--- src/prog_seq_map.svh ---
`ifndef PROG_SEQ_MAP_SVH
`define PROG_SEQ_MAP_SVH
// program space size and width
`define PC_WIDTH       9
`define PROG_WORDS     512
// vectors
`define VEC_RESET      9'h000
`define VEC_SOFT_INT   9'h001
`define VEC_HW_INT     9'h008
// reserved tail and rolling-code words
`define RSV_LO         9'h1FE
`define RSV_HI         9'h1FF
`define ROLL_LO        9'h00E
`define ROLL_HI        9'h00F
// return stack depth and pointer width
`define STACK_DEPTH    4
`define STACK_PTR_W    3
// instruction cycle counts
`define CYC_SINGLE     2'h1
`define CYC_BRANCH     2'h2
`endif

--- src/prog_seq_pkg.sv ---
package prog_seq_pkg;
	// operation requested by the decoder for the current instruction
	typedef enum logic [3:0] {
		OP_NEXT,        // plain instruction, pc advances
		OP_SKIP,        // skip next instruction (two cycles)
		OP_JUMP,        // 9-bit target jump
		OP_CALL,        // short call, 256-word reach
		OP_JUMP_ACC,    // jump via accumulator
		OP_CALL_ACC,    // call via accumulator
		OP_LONG_JUMP,   // full-range jump
		OP_LONG_CALL,   // full-range call
		OP_RET,         // plain return
		OP_RET_LIT,     // return with literal
		OP_RET_INT,     // return from interrupt
		OP_SOFT_INT,    // software interrupt
		OP_PCL_WRITE    // direct write of pc low byte
	} seq_op_t;
	// operating mode as seen by the wake logic
	typedef enum logic [1:0] {
		MODE_RUN,
		MODE_STANDBY,
		MODE_HALT
	} run_mode_t;
	// sequencer state
	typedef enum logic [1:0] {
		ST_EXEC,
		ST_FLUSH,
		ST_SLEEP
	} seq_state_t;
endpackage : prog_seq_pkg

--- src/sync_two_ff.sv ---
`timescale 1ns/1ns
// two-stage synchroniser for one asynchronous pin
module sync_two_ff (
	input  wire logic clk,
	input  wire logic rst_n,
	input  wire logic asyncIn,
	output logic      syncOut
);
	logic stage1Reg; // first stage, read only by the second

	// resolve metastability over two edges
	always_ff @(posedge clk) begin
		if (!rst_n) begin
			// pins idle high, so reset to idle: no false edge on release
			stage1Reg <= 1'b1;
			syncOut   <= 1'b1;
		end else begin
			stage1Reg <= asyncIn;
			syncOut   <= stage1Reg;
		end
	end
endmodule : sync_two_ff

--- src/return_stack.sv ---
`timescale 1ns/1ns
`include "prog_seq_map.svh"
// four-entry return stack held in flip-flops, index addressed
module return_stack (
	input  wire logic                    clk,
	input  wire logic                    rst_n,
	input  wire logic                    push,
	input  wire logic                    pop,
	input  wire logic [`PC_WIDTH-1:0]    pushData,
	output logic      [`PC_WIDTH-1:0]    topData,
	output logic      [`STACK_PTR_W-1:0] depth
);
	logic [`PC_WIDTH-1:0]    entryReg [`STACK_DEPTH]; // storage
	logic [1:0]              topIdx;                  // slot of top
	logic [1:0]              wrIdx;                   // slot to write

	// slot index wraps modulo four; on overflow depth stays four and the push overwrites slot 0
	assign topIdx  = depth[1:0] - 2'h1;
	assign wrIdx   = depth[1:0];
	assign topData = entryReg[topIdx];

	// storage writes on push; entries are not cleared by reset
	always_ff @(posedge clk) begin
		if (push) begin
			entryReg[wrIdx] <= pushData; // RULE5
		end
	end

	// fill count saturates at four, empties to zero
	always_ff @(posedge clk) begin
		if (!rst_n) begin
			depth <= '0;
		end else if (push && !pop) begin
			if (depth != 3'(`STACK_DEPTH)) begin
				depth <= depth + 3'h1; // RULE7
			end
		end else if (pop && !push) begin
			if (depth != 3'h0) begin
				depth <= depth - 3'h1; // RULE6
			end
		end
	end
endmodule : return_stack

--- src/program_sequencer_stack.sv ---
`timescale 1ns/1ns
`include "prog_seq_map.svh"
// How it works
// RULE1: nine-bit pc spans 512 words
// RULE2: power-on fetch starts at 0x000
// RULE3: software interrupt goes to 0x001
// RULE4: every hardware interrupt goes to 0x008
// RULE5: calls and interrupts push next address
// RULE6: all three returns pop into pc
// RULE7: return stack holds four entries
// RULE8: short call, accumulator forms reach 256
// RULE9: plain jump reaches all 512 words
// RULE10: long call and jump reach anywhere
// RULE11: one cycle, branches and skips two
// RULE12: firmware avoids reserved words 0x1FE-0x1FF
// RULE13: rolling-code words run as normal code
// RULE14: bit0 interrupt needs select and enable
// RULE15: low reset pin resets whole device
// RULE16: standby wakes on timer, change, external
// RULE17: halt wakes on change or external only
// RULE18: pc low byte advances after each instruction
// RULE19: pc bit 8 loads only via high buffer
// RULE20: interrupt taken after instruction, pushes next
module program_sequencer_stack
	import prog_seq_pkg::*;
(
	input  wire logic                 clk,
	input  wire logic                 rst_n,
	input  wire seq_op_t              op,
	input  wire logic [8:0]           jumpTarget,
	input  wire logic [7:0]           shortTarget,
	input  wire logic [7:0]           accValue,
	input  wire logic [7:0]           pcLowWrite,
	input  wire logic                 pcHighBufferBit,
	input  wire logic                 skipTaken,
	input  wire run_mode_t            modeReq,
	input  wire logic                 port_b_bit0,
	input  wire logic                 port_b_bit3,
	input  wire logic                 resetPinEnable,
	input  wire logic                 ext_int_select,
	input  wire logic                 ext_int_enable,
	input  wire logic                 globalIntEnable,
	input  wire logic                 timerOverflowIrq,
	input  wire logic                 portChangeIrq,
	output logic      [`PC_WIDTH-1:0] pcOut,
	output logic      [7:0]           pc_low_byte,
	output logic                      fetchValid,
	output logic                      intAckPulse,
	output logic                      extIntPending,
	output logic                      wakePulse,
	output logic                      sleeping,
	output logic                      deviceReset_n,
	output logic      [2:0]           stackDepth
);
	// synchronised pins
	logic bit0Sync;       // port b bit 0 after two flops
	logic bit3Sync;       // port b bit 3 after two flops
	logic bit0Prev_reg;   // last sampled bit 0 for edge detect
	// reset combination
	logic coreRst_n;      // power-on reset and pin reset together
	// sequencer state
	seq_state_t stateReg; // exec, flush or sleep
	logic [`PC_WIDTH-1:0] pcReg;  // program counter
	logic [`PC_WIDTH-1:0] pcNext; // next program counter
	logic [`PC_WIDTH-1:0] pcInc;  // address of next instruction
	logic extEdge;        // falling edge on bit 0
	logic hwIrq;          // any hardware interrupt request
	logic takeIrq;        // interrupt taken at this boundary
	logic doPush;         // stack push this cycle
	logic doPop;          // stack pop this cycle
	logic twoCycle;       // instruction needs a flush cycle
	logic wakeEvent;      // event that ends sleep in current mode
	run_mode_t sleepMode_reg; // mode entered when sleeping
	logic [`PC_WIDTH-1:0] stackTop; // top of return stack
	logic [1:0] cycleCount_reg;     // cycles spent on instruction

	sync_two_ff uSync0 (
		.clk     (clk),
		.rst_n   (rst_n),
		.asyncIn (port_b_bit0),
		.syncOut (bit0Sync)
	);

	sync_two_ff uSync3 (
		.clk     (clk),
		.rst_n   (rst_n),
		.asyncIn (port_b_bit3),
		.syncOut (bit3Sync)
	);

	// pin reset only counts when bit 3 is configured as reset
	assign coreRst_n = rst_n && !(resetPinEnable && !bit3Sync); // RULE15

	// reset output registered so the rest of the chip follows
	always_ff @(posedge clk) begin
		if (!rst_n) begin
			deviceReset_n <= 1'b0;
		end else begin
			deviceReset_n <= coreRst_n; // RULE15
		end
	end

	// edge detect on bit 0, history tracks the pin through a pin reset
	always_ff @(posedge clk) begin
		if (!rst_n) begin
			bit0Prev_reg <= 1'b1;
		end else begin
			bit0Prev_reg <= bit0Sync;
		end
	end

	// external interrupt active only with select and enable both set
	assign extEdge = ext_int_select && ext_int_enable
		&& bit0Prev_reg && !bit0Sync; // RULE14

	// pending external flag, set wins over acknowledge
	always_ff @(posedge clk) begin
		if (!coreRst_n) begin
			extIntPending <= 1'b0;
		end else if (extEdge) begin
			extIntPending <= 1'b1; // RULE14
		end else if (intAckPulse) begin
			extIntPending <= 1'b0;
		end
	end

	assign hwIrq = globalIntEnable
		&& (extIntPending || timerOverflowIrq || portChangeIrq);

	// wake sources depend on which low-power mode was entered
	always_comb begin
		unique case (sleepMode_reg)
			MODE_STANDBY: wakeEvent = timerOverflowIrq || portChangeIrq
				|| extIntPending || extEdge; // RULE16
			MODE_HALT:    wakeEvent = portChangeIrq
				|| extIntPending || extEdge; // RULE17
			default:      wakeEvent = 1'b1;
		endcase
	end

	assign pcInc = pcReg + 9'h001; // RULE18
	assign twoCycle = (op inside {OP_JUMP, OP_CALL, OP_JUMP_ACC,
		OP_CALL_ACC, OP_LONG_JUMP, OP_LONG_CALL, OP_RET, OP_RET_LIT,
		OP_RET_INT, OP_SOFT_INT, OP_PCL_WRITE})
		|| (op == OP_SKIP && skipTaken); // RULE11
	// interrupts wait for the instruction boundary
	assign takeIrq = (stateReg == ST_EXEC) && hwIrq
		&& (cycleCount_reg == 2'h0); // RULE20
	assign doPush = (stateReg == ST_EXEC) && (takeIrq
		|| (!takeIrq && op inside {OP_CALL, OP_CALL_ACC,
		OP_LONG_CALL, OP_SOFT_INT})); // RULE5
	assign doPop = (stateReg == ST_EXEC) && !takeIrq
		&& (op inside {OP_RET, OP_RET_LIT, OP_RET_INT}); // RULE6

	// next pc selection by instruction class
	always_comb begin
		pcNext = pcReg;
		if (stateReg == ST_EXEC) begin
			if (takeIrq) begin
				pcNext = `VEC_HW_INT; // RULE4
			end else begin
				unique case (op)
					OP_NEXT:      pcNext = pcInc; // RULE13
					OP_SKIP:      pcNext = skipTaken ? pcReg + 9'h002
						: pcInc;
					OP_JUMP:      pcNext = jumpTarget; // RULE9
					OP_CALL:      pcNext = {1'b0, shortTarget}; // RULE8
					OP_JUMP_ACC:  pcNext = {1'b0, accValue}; // RULE8
					OP_CALL_ACC:  pcNext = {1'b0, accValue}; // RULE8
					OP_LONG_JUMP: pcNext = jumpTarget; // RULE10
					OP_LONG_CALL: pcNext = jumpTarget; // RULE10
					OP_RET:       pcNext = stackTop; // RULE6
					OP_RET_LIT:   pcNext = stackTop; // RULE6
					OP_RET_INT:   pcNext = stackTop; // RULE6
					OP_SOFT_INT:  pcNext = `VEC_SOFT_INT; // RULE3
					OP_PCL_WRITE: pcNext = {pcHighBufferBit,
						pcLowWrite}; // RULE19
					default:      pcNext = pcInc;
				endcase
			end
		end
	end

	// program counter, starts at reset vector
	always_ff @(posedge clk) begin
		if (!coreRst_n) begin
			pcReg <= `VEC_RESET; // RULE2
		end else begin
			pcReg <= pcNext; // RULE1
		end
	end

	// cycle counter marks the flush cycle of two-cycle instructions
	always_ff @(posedge clk) begin
		if (!coreRst_n) begin
			cycleCount_reg <= 2'h0;
		end else if (stateReg == ST_EXEC && !takeIrq && twoCycle) begin
			cycleCount_reg <= `CYC_SINGLE; // RULE11
		end else begin
			cycleCount_reg <= 2'h0;
		end
	end

	// state machine: execute, flush, sleep
	always_ff @(posedge clk) begin
		if (!coreRst_n) begin
			stateReg      <= ST_EXEC;
			sleepMode_reg <= MODE_RUN;
		end else begin
			unique case (stateReg)
				ST_EXEC: begin
					if (takeIrq || twoCycle) begin
						stateReg <= ST_FLUSH; // RULE11
					end else if (modeReq != MODE_RUN) begin
						stateReg      <= ST_SLEEP;
						sleepMode_reg <= modeReq;
					end
				end
				ST_FLUSH: stateReg <= ST_EXEC;
				ST_SLEEP: begin
					if (wakeEvent) begin
						stateReg      <= ST_EXEC; // RULE16
						sleepMode_reg <= MODE_RUN;
					end
				end
			endcase
		end
	end

	return_stack uStack (
		.clk      (clk),
		.rst_n    (coreRst_n),
		.push     (doPush),
		.pop      (doPop),
		.pushData (takeIrq ? pcReg : pcInc), // RULE20
		.topData  (stackTop),
		.depth    (stackDepth)
	);

	// registered status outputs
	always_ff @(posedge clk) begin
		if (!coreRst_n) begin
			pcOut       <= `VEC_RESET;
			pc_low_byte <= 8'h00;
			fetchValid  <= 1'b0;
			intAckPulse <= 1'b0;
			wakePulse   <= 1'b0;
			sleeping    <= 1'b0;
		end else begin
			pcOut       <= pcNext;
			pc_low_byte <= pcNext[7:0]; // RULE18
			fetchValid  <= (stateReg != ST_SLEEP);
			intAckPulse <= takeIrq; // RULE4
			wakePulse   <= (stateReg == ST_SLEEP) && wakeEvent;
			sleeping    <= (stateReg == ST_SLEEP) && !wakeEvent;
		end
	end
endmodule : program_sequencer_stack

--- config.mk ---
export PLATFORM = sky130hd
export DESIGN_NAME = program_sequencer_stack
export DESIGN_NICKNAME = d
export VERILOG_FILES = /design/src/prog_seq_pkg.sv /design/src/sync_two_ff.sv /design/src/return_stack.sv /design/src/program_sequencer_stack.sv
export VERILOG_INCLUDE_DIRS = /design/src /design/src/src
export SDC_FILE = /design/constraint.sdc
export NUM_CORES = 1
export LEC_CHECK = 0
export BUFFER_PORTS_ARGS = -buffer_cell sky130_fd_sc_hd__buf_2
export CAP_MARGIN = 20
export CORE_MARGIN = 2
export CORE_UTILIZATION = 58
export CTS_BUF_LIST = sky130_fd_sc_hd__clkbuf_2 sky130_fd_sc_hd__clkbuf_4 sky130_fd_sc_hd__clkbuf_8
export DETAILED_ROUTE_END_ITERATION = 10
export GPL_ROUTABILITY_DRIVEN = 0
export PLACE_DENSITY = 0.81
export SYNTH_ARGS = -nofsm -noshare
export SYNTH_HDL_FRONTEND = slang
export SYNTH_HIERARCHICAL = 1
export SYNTH_SLANG_ARGS = --single-unit
--- constraint.sdc ---
create_clock -name clk -period 3.55 [get_ports clk]
set_input_delay 0.355 -clock clk [delete_from_list [all_inputs] [get_ports clk]]
set_output_delay 0.355 -clock clk [all_outputs]
set_load 0.01 [all_outputs]
[Word level (Yosys, flattened, before mapping)]
Memories as Yosys holds them, arrays and structs flattened.
Cells that the tools add are included.
Storage, ports and cells
  word-level logic and storage cells: 119
  input port bits: 51
  output and inout bits: 26
  memory bits (writable): 36
  flip-flop bits (word level): 29
  memories: 1
Operators by class
  $add $sub $neg: 5
  reduce and logical (&&, ||, !) cells: 52
  equal/unequal tests: 23
  muxes and demuxes: 21
Memories
  uStack.entryReg: words 4, width 9, read ports 1, clocked after memory_dff 0, write ports 1, RTL line return_stack.sv:13  | logic [`PC_WIDTH-1:0] entryReg [`STACK_DEPTH];
Operators by type and width (count)
  $pmux 9 s7: 1
  $mux 9: 3
  $eq 4x4->1 const B: 5
  $logic_and 1x1->1: 18
  $eq 4x3->1 const B: 4
  $mux 3: 4
  $reduce_bool 11->1: 1
  $logic_or 1x1->1: 10
  $mux 2: 5
  $reduce_bool 2->1: 5
  $add 9x1->9 const B: 1
  $add 9x2->9 const B: 1
  $eq 4x2->1 const B: 2
  $ne 2x2->1 const B: 4
  $logic_not 1->1: 7
  $pmux 2 s3: 1
  $reduce_bool 3->1: 2
  $reduce_or 3->1: 2
  $mux 1: 5
  $eq 2x1->1 const B: 2
  $eq 2x2->1 const B: 2
  $eq 4x1->1 const B: 1
  $logic_not 2->1: 2
  $pmux 2 s2: 1
  12 further kinds: 12

[Logic depth before layout (Yosys ltp)]
Gate-level depths: netlist of run 1.
  depth after elaboration: 13
  mapped depth: 12
  gate-level depth less buffers: 11

[Cells and area by module]
Netlist of run 1, hierarchy kept.
By module, submodules not included
  program_sequencer_stack: area each 2326.0 µm², times used 1, sequential area each 420.4 µm², cells an instance 304
  return_stack: area each 1615.3 µm², times used 1, sequential area each 1141.1 µm², cells an instance 83
  sync_two_ff: area each 52.6 µm², times used 2, sequential area each 40.0 µm², cells an instance 4

[Least setup slack after synthesis of run 1]
No wires, ideal clock.
  kind: flip-flop to flip-flop
  start: register uStack.depth[0]
  end: register pcOut[8]
  setup slack: 0.750 ns
  required time: 3.433 ns
  setup time: 0.117 ns
  buffers on the path: 2
  data arrival time: 2.682 ns
  period minus slack after synthesis: 2.800 ns
  cell stages (with the launch flop): 11
  path through: dfxtp_1 -> clkbuf_8 -> inv_1 -> ha_1 -> clkbuf_1 -> mux4_2 -> or2_1 -> o2111ai_1 -> o211ai_1 -> a211o_1 -> a32o_1
Between the ends
  cells in the longest elaborated chain, start to end: 4
Ends and longest elaborated chain
  start: declaration: RTL line return_stack.sv:11  | output logic [`STACK_PTR_W-1:0] depth
  start signal: assignment: RTL line return_stack.sv:35  | depth <= depth + 3'h1;
  start signal: assignment: RTL line return_stack.sv:39  | depth <= depth - 3'h1;
  $sub 2x1->2: RTL line return_stack.sv:18  | assign topIdx = depth[1:0] - 2'h1;
  named net uStack.topIdx[0]: RTL line return_stack.sv:14  | logic [1:0] topIdx;
  $mem_v2 4x9
  named net stackTop[8]: RTL line program_sequencer_stack.sv:74  | logic [`PC_WIDTH-1:0] stackTop;
  $pmux 9 s7: RTL line program_sequencer_stack.sv:162  | unique case (op)
  $mux 9: RTL line program_sequencer_stack.sv:159  | if (takeIrq) begin
  end signal: assignment: RTL line program_sequencer_stack.sv:243  | pcOut <= `VEC_RESET;
  end signal: assignment: RTL line program_sequencer_stack.sv:250  | pcOut <= pcNext;
  end: declaration: RTL line program_sequencer_stack.sv:45  | output logic [`PC_WIDTH-1:0] pcOut,
The timed path passes the listed nets, and every way through them passes these cells.
A chain may end at the register's enable or synchronous reset.

[Worst setup path after layout of run 1]
  start: register stateReg[1]
  end: register uStack.depth[2]
Between the ends
  elaborated cells on any way between the ends: 18
  classes of those cells: 1 x eq/ne; 1 x mux; 16 x reduce/logical
RTL lines
  start: declaration: RTL line program_sequencer_stack.sv:62  | seq_state_t stateReg;
  start signal: assignment: RTL line program_sequencer_stack.sv:207  | stateReg <= ST_EXEC;
  start signal: assignment: RTL line program_sequencer_stack.sv:213  | stateReg <= ST_FLUSH;
  start signal: assignment: RTL line program_sequencer_stack.sv:215  | stateReg <= ST_SLEEP;
  $logic_not 2->1 *: RTL line program_sequencer_stack.sv:147, program_sequencer_stack.sv:152
  $logic_and 1x1->1: RTL line program_sequencer_stack.sv:147  | assign takeIrq = (stateReg == ST_EXEC) && hwIrq
  $logic_and 1x1->1: RTL line program_sequencer_stack.sv:148  | && (cycleCount_reg == 2'h0);
  $logic_not 1->1: RTL line program_sequencer_stack.sv:152  | assign doPop = (stateReg == ST_EXEC) && !takeIrq
  $logic_and 1x1->1 *: RTL line program_sequencer_stack.sv:152
  $logic_and 1x1->1 *: RTL line program_sequencer_stack.sv:153  | && (op inside {OP_RET, OP_RET_LIT, OP_RET_INT});
  named net doPop: RTL line program_sequencer_stack.sv:70  | logic doPop;
  $logic_not 1->1: RTL line return_stack.sv:33  | end else if (push && !pop) begin
  $logic_and 1x1->1: RTL line return_stack.sv:33
  $ne 2x2->1 (no line) or $reduce_bool 2->1 (tied branches)
  $reduce_and 3->1 (no line)
Mark *: on every way through the listed nets, which the timed path passes. The rest lies on a longest branch.

==> run summary, run 1 <==
The flow ran to the end, and the final reports show no timing, DRC or antenna violations. The maximum achievable frequency came out at 320 MHz. The area enclosed by the die boundary came out at 7660 um2. For this run, the register share of the synthesized area comes to 40.6%. Counting flops with an async set or reset pin after synthesis yields a share of 0%. The run gives 0 as the residual overflow from global routing. The simple-gate portion of the synthesized area is 18.8%, and the maximum net fanout on the critical path is 14. Net count reported at finish: 515.

Kind of critical path: flip-flop to flip-flop. The largest individual stage delay along the critical path comes from the cell fa_1. The cell area that synthesis handed to floorplanning was 4050 um2.

The number of cells on the worst reg-to-reg path is 11. For this run, the number of Yosys warnings is 6. The logs give 3.33 ns for the data arrival time of the critical path and 0 for the count of maximum capacitance violations. Of the total synthesized cell area, the portion taken by full adders, half adders and majority gates is 3.90%. The run gives 30.4% as the clock share of power.

The post-synthesis cell type with the largest combined area is edfxtp_1. The worst slack at placement came out at 0.481 ns. Of the total power, the share spent switching nets is 30.6%. Summing over every cut layer, the via total after detailed routing is 3,418.

The most used standard cell by instance count after synthesis is edfxtp_1. For the multi-input logic area, the log shows 2070 um2. STA classifies the critical path startpoint as a flip-flop.

The clock-pin transition on the worst setup and hold timing paths is 0.07 ns, and the clock latency at the later pin of the worst-skew pair is 0.34 ns. The number of pins with negative max-slew slack in the final report came out at 0. The slew at the pin closest to its max-slew limit works out to 0.630 ns. For this configuration, the core starts out at a cell density of 59.9%.

The total area inside the core boundary comes to 6760 um2. Counting flops and latches in the post-synthesis netlist gives 64. Traced cell by cell, the critical path runs through inv_1, ha_1, a21bo_1, nor2_1, inv_1, ha_1, inv_1, fa_1, and2b_1, a2111oi_0, a2111oi_0.

The number of fillers in the final layout was 550; the number of distinct standard cells referenced by the synthesized netlist was 76. After the first detailed-routing iteration, the DRC count stood at 334. Across the VDD grid, the largest voltage drop is 0.405 mV. By instance count, the cell type seen most on the critical path is inv_1. The number of instances in the placed design was 521. The HPWL after detailed placement is 7200 um, and the fraction of power consumed by sequential logic is 41.5%. The fraction of synthesized area in multiplexers was 6.12%; the share of power burned in combinational logic was 28.1%. Ranked by flip-flop count, first place goes to uStack/entryReg. At the worst endpoint, the required time is 3.75 ns.

In the final layout, the share of cells above drive strength 1 is 26.5%. The run gives 0 as the post-CTS setup-driven buffer insertion count. The run gives 0 as the number of nets with antenna violations after detailed routing. Ratio of final minimum period to clock period: 88.0%.

The initial antenna violation count came out at 0. Hold violation total from the final report: 0. Dividing the synthesized area by the synthesized cell count gives 10.2 um2. The portion of synthesized cell area occupied by the leading cell type was 26.7%; the maximum number of pins on one net before global-route repair was 39. The clock drives 64 sinks. The tools report the setup TNS as 0 ns. In the routed design, unresolved DRC markers number 0. For the final worst-path setup slack, the log shows 0.424 ns. Setup violations remaining at the end of the flow were counted as 0. By count the netlist is led by 36 x edfxtp_1, 28 x dfxtp_1, 28 x nand2_1. The logs give 458 for the total nets after synthesis and 0 for the antenna cell count. Among all flip-flop cells after synthesis, the most frequent one is edfxtp_1.

The global-route wire length before repair came out at 15,500 um. After layout, the minimum clock period comes to 3.13 ns. Along the worst hold path, the cell count comes to 2. In this run the clock root is driven by a clkbuf_8. The internal power of the cells totals 1620 uW. The pre-antenna-repair detailed-routing pass consisted of 6 iterations. The synthesized netlist devotes 19.3% of its cell area to compound gates. The number of gates resized after CTS was 0. The number of flip-flops under the largest register name is 36, and the delay of the slowest cell on the worst path is 0.49 ns. TritonCTS built the clock tree. The clock passes through at most 2 buffers. STA classifies the critical path endpoint as a flip-flop. The die is 87.5 um tall. The floorplan has 30 rows.

Clock tree synthesis inserted a total of 9 buffers. The synthesis-to-finish area growth works out to 11.8%. During I/O placement, the number of pins put on the boundary was 77. The logs give 0.0122 ns for the clock tree skew after final layout and 1640 um2 for the area taken by flip-flops and latches.

In this run, synthesis inferred 36 flip-flops with an integrated enable. For this design the ratio of total power to cell area is 517 nW/um2. The H-tree generated during clock tree synthesis spans 3 levels. Reported leakage power: 0.00176 uW.

The total global routing track utilization is 26.7%. By area the synthesized netlist is led by edfxtp_1 27%, dfxtp_1 14%, mux4_2 5.0%. Setup repair after global routing left no endpoint under its margin. For this run, the number of standard cells in the final layout without fillers is 537. Cells fill 66.9% of the core in the end. The die outline width was 87.5 um; the via count of the first global-routing pass was 3,134. In the final layout, the registers with the most flip-flops are uStack/entryReg (36), pc_low_byte (8), uStack/depth (3). The tightest min-delay check is of the input port to flip-flop type. The detailed-route vias per instance was 6.36. After technology mapping, the gate count stands at 395.

The routed length per placed instance is 18.5 um. The analysis attributes to net switching a power of 716 uW. Port buffering added 76 buffers. The share of the synthesized netlist area taken by xor and xnor gates works out to 3.03%. The number of hold buffers added after CTS was 0. The run gives 9940 um as the total wire length after detailed routing. After synthesis, the largest family of logic cells by area is compound AO/OA/AOI/OAI gates. In this run the tightest slew margin relative to its limit is 57.9%.
==> logic make-up (layout without fill, tap and decap cells) <==
group | after synthesis | after routing
AND/OR/NAND/NOR | 134 | 134
AO/OA/AOI/OAI | 106 | 106
flip-flops | 64 | 64
buffers and inverters | 52 | 114
XOR/XNOR | 14 | 14
multiplexers | 13 | 13
adder cells (fa/ha/maj) | 12 | 12
==> layer usage <==
metal,vias to the layer above,global-route usage (%),wire length [um]
met5,-,0,0
met4,0,10.3,250
met3,22,5.69,754
met2,180,41.8,4670
met1,1607,36.4,4270
li1,1609,-,-
==> placed cells by master (no fill, tap or decap), types with 5 or more instances in the layout <==
cell,count
xnor2_1,9
nor3_1,8
nand2b_1,14
nand2_1,28
nand3_1,15
a31oi_1,9
nand3b_1,5
ha_1,11
o31ai_1,6
edfxtp_1,36
nor2_1,18
o21ai_0,17
nor2b_1,8
nand4_1,5
xor2_1,5
a21oi_1,14
mux4_2,9
inv_1,18
dfxtp_1,28
buf_2,76
clkbuf_8,11
a22oi_1,5
==> power groups by stage <==
| stage | clock, uW | sequential (uW) | combinational [uW] |
|---|---|---|---|
| after floorplan | 0 | 968 | 487 |
| after global placement | 0 | 976 | 625 |
| after detailed placement | 0 | 983 | 644 |
| after CTS | 725 | 968 | 650 |
| after global routing | 754 | 979 | 720 |
| final | 711 | 971 | 656 |
==> layout make-up <==
type                            count  area share (%)
Clock buffer                       13            3.68
Clock inverter                      3            1.44
Inverter                           18            1.49
Multi-Input combinational cell    279            45.8
Sequential cell                    64            36.3
Tap cell                           80            2.21
Timing Repair Buffer               80            9.08
==> worst paths after layout <==
| check | start | slack [ns] | to |
|---|---|---|---|
| max | stateReg[1] | 0.42 | uStack/depth[2] |
| min | port_b_bit3 | 0.21 | uSync3/stage1Reg |
| max reg2reg | stateReg[1] | 0.42 | uStack/depth[2] |
| min reg2reg | uSync3/stage1Reg | 0.41 | uSync3/syncOut |
==> critical path: cells and delay by family, from the launching register on <==
family	cells	cell delay [ns]
simple gates	2	0.30
compound gates	3	0.99
buf+inv	3	0.24
flops	1	0.36
fa+ha+maj	3	1.10
==> metrics by stage <==
| step | hold slack (ns) | area (um2) | total power (uW) |
|---|---|---|---|
| 2_1_floorplan | 0.386 | 4050 | 1460 |
| 3_3_place_gp | 0.389 | 4290 | 1600 |
| 3_5_place_dp | 0.399 | 4290 | 1630 |
| 4_1_cts | 0.198 | 4520 | 2340 |
| 5_1_grt | 0.197 | 4520 | 2450 |
| 6_report | 0.207 | 4520 | 2340 |
(Power assumes the default switching activity.)
==> run 2, diff against run 1 <==
--- a/config.mk
+++ b/config.mk
@@ -8,12 +8,12 @@
 export LEC_CHECK = 0
 export BUFFER_PORTS_ARGS = -buffer_cell sky130_fd_sc_hd__buf_2
 export CAP_MARGIN = 20
-export CORE_MARGIN = 2
-export CORE_UTILIZATION = 58
-export CTS_BUF_LIST = sky130_fd_sc_hd__clkbuf_2 sky130_fd_sc_hd__clkbuf_4 sky130_fd_sc_hd__clkbuf_8
+export CORE_MARGIN = 8
+export CORE_UTILIZATION = 56
+export CTS_BUF_LIST = sky130_fd_sc_hd__clkbuf_4 sky130_fd_sc_hd__clkbuf_8 sky130_fd_sc_hd__clkbuf_16
 export DETAILED_ROUTE_END_ITERATION = 10
 export GPL_ROUTABILITY_DRIVEN = 0
-export PLACE_DENSITY = 0.81
+export PLACE_DENSITY = 0.79
 export SYNTH_ARGS = -nofsm -noshare
 export SYNTH_HDL_FRONTEND = slang
 export SYNTH_HIERARCHICAL = 1
==> run 2 against run 1 <==
Net effect:
- global-route usage fell by 6.2 points
- die area up 33%
- clock skew grew 0.0023 ns
- largest cell class unchanged
- highest routed layer unchanged
==> run summary, run 2 (synthesis results as in run 1) <==
The startpoint of the worst-slack reg-to-reg timing path is stateReg[1]. Fill cells in the final layout number 621. In this run the clock root is driven by a clkbuf_8. The switching part of the total power was 31.1%. The share of power burned in combinational logic is 27.7%. After layout, the design draws a total of 2380 uW. In the final layout, the share of cells above drive strength 1 is 27.0%. In this run, the clock network consumes 31.9% of the power.

The slew at the pin closest to its max-slew limit was 0.576 ns. Setup violations remaining at the end of the flow were counted as 0. Cells fill 64.2% of the core in the end. Of the total power, registers draw 40.4%.

Measured along the y axis, the die boundary spans 101 um. The top cell types in the final layout, fill and taps aside, are 76 x buf_2, 36 x edfxtp_1, 28 x nand2_1, 28 x dfxtp_1. The final layout contains routed wiring with a total length of 10,400 um.

For this run, the total global-route usage over all layers was measured as 20.5%. Summed over all cells, the static leakage comes to 0.00177 uW. The global-route wire length before repair was 16,400 um; the register-to-register setup slack was 0.46 ns. The data required time at the worst endpoint is 3.76 ns, and the area enclosed by the die boundary is 10,200 um2. The detail route stage leaves a number of antenna-violating nets equal to 0. The tools report the hold violation total from the final report as 0. For this run, design rule violations remaining after detail routing come to 0. Dividing the detail-routed via count by the number of cells gives 6.09.

Kind of critical path: flip-flop to flip-flop. TritonCTS built the clock tree. The worst path needs 3.09 ns of the cycle, external delays included. Dividing the detail-routed wire length by the instance count gives 18.5 um.

The number of violations reported at the end of detailed-routing iteration 0 came out at 181. The termination of the worst setup path is uStack/depth[2]. The number of flip-flops under the largest register name was 36.

77 I/O pins were placed. For the number of buffers added by the clock tree synthesis step, the log shows 9. In this run the power density over the cells is 520 nW/um2.

In this run the worst hold path is classified as input port to flip-flop. The net load switching power is 740 uW. Along the worst path, the maximum fanout reaches 14.

The largest registers in the layout are uStack/entryReg (36), pc_low_byte (8), uStack/depth (3). The setup TNS is 0 ns. In this run the worst setup path begins at stateReg[1]. After clock tree synthesis, the clock-pin slew on the worst setup and hold paths is 0.07 ns.

Dividing the final minimum period by the clock period gives 87.1%. The run gives 0.457 ns as the final worst-path setup slack. From left edge to right edge, the die measures 101 um. In this run, post-CTS hold repair placed 0 buffers.

The number of instances in the placed design was 543. After global routing the overflow that remains totals 0. For the number of non-filler instances in the completed layout, the log shows 559.

The antenna cell count is 0. The via count of the first global-routing pass came out at 3,269. The number of cell instances on the worst register-to-register path came out at 11. Setup repair after global routing left no endpoint under its margin. The worst setup path is captured at a flip-flop.

The worst slack at placement was 0.557 ns. The final layout contains 518 nets. Counting flops per register, the top entry is uStack/entryReg.

The clock tree skew after final layout is 0.0144 ns, and the maximum vdd drop is 0.361 mV. The clock passes through at most 2 buffers. The number of clock sinks seen by CTS came out at 64. The worst setup path is launched from a flip-flop. The maximum achievable frequency is 323 MHz, and the synthesis-to-finish area growth is 13.2%. For this configuration, the core starts out at a cell density of 56.7%. Clock latency at the later pin of the worst-skew pair: 0.34 ns. Across the run, the number of max-cap violations was 0.

The number of cell rows was 31; the remaining max-slew budget at the tightest pin was 61.6%. The tools report the internal power consumption as 1640 uW. The tools report the end of the worst register-to-register path as uStack/depth[2].

The iteration count of the initial detailed-routing pass is 6. For the post-CTS setup-driven buffer insertion count, the log shows 0. The number of pins with negative max-slew slack in the final report came out at 0.

For the maximum number of pins on one net before global-route repair, the log shows 38. The library cell used most frequently in the layout, excluding fill and tap cells, is buf_2. CTS built an H-tree with a depth of 3. At the worst endpoint, the arrival time is 3.30 ns. The initial antenna violation count was 0; the area taken by flip-flops and latches was 1640 um2. The region available for standard cell placement spans 7140 um2.

Number of port buffers: 76. Across all layers, the routed design uses 3,405 vias. The number of resized instances in the post-cts repair step came out at 0. In the final layout, the multi-input gates occupy 2070 um2. The flow ran to the end, and the final reports show no timing, DRC or antenna violations. The run gives 7580 um as the HPWL after detailed placement.
run 2: how the worst min path moves through the flow:
| stage | start | endpoint | cells after the start | slack (ns) |
|---|---|---|---|---|
| floorplan | uSync0/stage1Reg | uSync0/syncOut | 1 | 0.39 |
| global placement | uSync0/stage1Reg | uSync0/syncOut | 1 | 0.39 |
| detailed placement | uSync3/stage1Reg | uSync3/syncOut | 1 | 0.40 |
| CTS | port_b_bit3 | uSync3/stage1Reg | 2 | 0.19 |
| global route | port_b_bit3 | uSync3/stage1Reg | 2 | 0.20 |
| finish | port_b_bit3 | uSync3/stage1Reg | 2 | 0.21 |
run 2: power by group through the flow:
stage / sequential [uW] / combinational [uW] / clock (uW)
after CTS: 961 / 656 / 771
after floorplan: 968 / 487 / 0
after detailed placement: 977 / 650 / 0
after global routing: 972 / 724 / 809
after global placement: 971 / 636 / 0
final: 961 / 660 / 761
run 2: layer usage:
metal / vias up / global-route usage (%) / wire, um
met3: 29 / 6.01 / 1020
met5: - / 0 / 0
met2: 169 / 31.7 / 4780
met4: 0 / 10.8 / 304
met1: 1595 / 25.2 / 4260
li1: 1612 / - / -
run 2: per-stage QoR:
step / hold WS (ns) / area, um2
finish: 0.205 / 4580
CTS: 0.192 / 4580
floorplan: 0.386 / 4050
global placement: 0.388 / 4340
global route: 0.199 / 4580
detailed placement: 0.399 / 4340
run 2: worst max-delay path, cell delays in order (launching register included):
cell       delay (ns)
dfxtp_1          0.36
inv_1            0.07
ha_1             0.35
a21bo_1          0.48
nor2_1           0.10
inv_1            0.07
ha_1             0.27
inv_1            0.10
fa_1             0.48
and2b_1          0.19
a2111oi_0        0.38
a2111oi_0        0.12
run 2: final cells by class:
class                      instances  share of cell area, %
inverter                          18                   1.48
clock inverter                     7                   2.62
timing repair buffer              83                   9.45
tap                               99                   2.70
sequential                        64                   35.8
multi-input combinational        279                   45.2
clock buffer                       9                   2.70
==> run 3, diff against run 2 <==
--- a/config.mk
+++ b/config.mk
@@ -8,9 +8,8 @@
 export LEC_CHECK = 0
 export BUFFER_PORTS_ARGS = -buffer_cell sky130_fd_sc_hd__buf_2
 export CAP_MARGIN = 20
-export CORE_MARGIN = 8
+export CORE_MARGIN = 3
 export CORE_UTILIZATION = 56
-export CTS_BUF_LIST = sky130_fd_sc_hd__clkbuf_4 sky130_fd_sc_hd__clkbuf_8 sky130_fd_sc_hd__clkbuf_16
 export DETAILED_ROUTE_END_ITERATION = 10
 export GPL_ROUTABILITY_DRIVEN = 0
 export PLACE_DENSITY = 0.79
==> run 3 against run 2 <==
Net effect:
- die area decreased by 19%
- first-iteration DRC count increased by 130%
- clock power decreased by 7.6%
- sequential share of layout area increased by 0.28 points
- sequential cell count unchanged
- sequential power about the same
- power decreased by 2.2%
- setup slack improved by 0.17 ns
- core utilization increased by 1.6 points
- critical path depth unchanged
- largest power group unchanged
==> run summary, run 3 (synthesis results as in run 1) <==
The worst path in the final design needs a cycle of 2.92 ns, including I/O delays and setup. The filler cells instantiated in the layout total 560. The critical-path cell with the highest stage delay was fa_1.

Global-route met1 utilization: 31.6%. Buffers placed on the I/O ports in this run total 76. Global routing finished with a remaining overflow of 0. After routing, the total negative slack on setup checks comes to 0 ns. In the global route stage, overall resource usage came out at 24.1%. The tools report the cell at the root of the clock tree as clkbuf_8.

The library cell used most frequently in the layout, excluding fill and tap cells, is buf_2. The tools report the via count of the first global-routing pass as 3,077. Post-CTS repair changed the size of 0 cells. In this run, the number of DRC markers left after iteration 0 of detailed routing was 422. Cells with a size suffix above 1 make up 26.6% of the layout. The ratio of final minimum period to clock period works out to 82.4%. For this run, design rule violations remaining after detail routing come to 0. The iteration count of the initial detailed-routing pass came out at 6. Post-CTS timing repair inserted 0 buffers for setup. Derived from the worst setup path, the maximum achievable clock frequency is 342 MHz.

The register with the most flip-flops in the layout has 36 of them. Maximum number of pins on one net before global-route repair: 32. 77 I/O pins were placed.

The run gives 517 as the net count reported at finish. The number of buffers on the longest clock path was 2; the number of pins with negative max-slew slack in the final report was 0. Summed over all nets, the half-perimeter wirelength after detailed placement is 7110 um. Global routing used 36.6% of the available met2 tracks.

In this run the number of H-tree levels came out at 3. The core region is 6910 um2. For the final database, setup skew stands at 0.0128 ns. For the pin with the worst max-slew slack, the measured transition is 0.564 ns.

Setup repair after global routing left no endpoint under its margin. The power density over cell area is 513 nW/um2. The register with the most flip-flops in the final layout is uStack/entryReg. The worst setup path is captured at a flip-flop. The tools report the critical path launch point type as a flip-flop. The floorplan step set the die height to 91.0 um. TritonCTS built the clock tree. The cell area after layout was 4550 um2. The initial antenna violation count is 0, and the routed length per placed instance is 18.0 um.

The repair_antennas step left the layout with diodes totalling 0. The tools report the total wire length after detailed routing as 9990 um. The tools report the worst slack at placement as 0.659 ns. Via total after detailed routing: 3,463.

The kind of critical path was flip-flop to flip-flop. In the final layout, the registers with the most flip-flops are uStack/entryReg (36), pc_low_byte (8), uStack/depth (3). After detailed routing, the number of vias per cell comes to 6.24. Buffers inserted to repair hold after CTS numbered 0.

Clock latency on the worst-skew pair, taken at its later pin, is 0.35 ns. Most utilized layer in the global route result: met2. The signal on the critical path passes through inv_1, ha_1, a21bo_1, nor2_1, inv_1, ha_1, inv_1, fa_1, and2b_1, a2111oi_0, a2111oi_0. Once detail routing completed, the nets flagged for antenna violations numbered 0. In this design, the stage delay of the slowest critical-path cell is 0.48 ns. The die covers 8280 um2. Setup violations remaining at the end of the flow were counted as 0. The reported leakage power was 0.00175 uW; the remaining max-slew budget at the tightest pin was 62.3%. For this configuration, the core starts out at a cell density of 58.6%. The first global-routing pass estimated 15,700 um of wire. Counting every sink on the clock net gives 64. In the layout the commonest cells are 76 x buf_2, 36 x edfxtp_1, 28 x nand2_1, 28 x dfxtp_1. The path class of the lowest-slack min-delay path was input port to flip-flop. The maximum vdd drop is 0.514 mV, and the die outline width is 91.0 um. The most numerous cell type found on the critical path is inv_1.

The run finished with clean final reports. Across the run, the number of max-cap violations was 0. The data required time at the worst endpoint is 3.76 ns, and the final worst-path setup slack is 0.626 ns.

The synthesis-to-finish area growth is 12.3%. The data arrival time of the critical path is 3.13 ns, and the clock-pin transition on the worst setup and hold timing paths is 0.08 ns. After floorplanning, the core was divided into 30 placement rows. TritonCTS created 9 clock buffers. The cell area after placement is 4330 um2, and the maximum net fanout on the critical path is 10. The hold violation total from the final report was 0.

In the global route stage, met3 resource usage came out at 7.46%.
==> run 3: changes by cell type in the layout (fill, tap and decap cells not counted), sizes merged <==
cell      change
buf           -1
clkinvlp      +1
bufinv        -1
==> run 3: worst paths after layout <==
kind | cells past startpoint | endpoint | startpoint | slack [ns]
max | 11 | uStack/depth[2] | stateReg[1] | 0.63
min reg2reg | 1 | uSync3/syncOut | uSync3/stage1Reg | 0.41
max reg2reg | 11 | uStack/depth[2] | stateReg[1] | 0.63
min | 2 | uSync3/stage1Reg | port_b_bit3 | 0.19
==> run 3: layout make-up <==
cell class	instances	area, um2	share of cell area [%]
Tap cell	96	120	2.64
Clock buffer	9	124	2.73
Multi-Input combinational cell	279	2070	45.6
Timing Repair Buffer	82	425	9.36
Sequential cell	64	1640	36.1
Inverter	18	67.6	1.49
Clock inverter	7	96.3	2.12
==> run 3: worst max-delay path, delay by kind of cell, from the launching register on <==
kind,cells,cell delay [ns]
adder cells (fa/ha/maj),3,0.92
AO/OA/AOI/OAI,3,0.96
flip-flops,1,0.38
AND/OR/NAND/NOR,2,0.28
buffers and inverters,3,0.24
==> run 3: power breakdown <==
| group | switching [uW] | total, uW | internal [uW] |
|---|---|---|---|
| sequential | 62.6 | 960 | 897 |
| combinational | 389 | 668 | 278 |
| clock | 308 | 703 | 395 |
==> run 3: metrics by stage <==
step | hold slack, ns | instances | total power (uW) | util [%]
after global routing | 0.193 | 555 | 2440 | 65.8
after CTS | 0.180 | 555 | 2330 | 65.8
after global placement | 0.389 | 539 | 1610 | 62.6
after floorplan | 0.386 | 395 | 1460 | -
after detailed placement | 0.398 | 539 | 1630 | 62.6
final | 0.193 | 555 | 2330 | 65.8
==> run 3: per-layer routing <==
layer	vias to the layer above	wire, um
met3	33	1000
met5	-	0
li1	1625	-
met1	1609	3970
met4	0	335
met2	196	4690
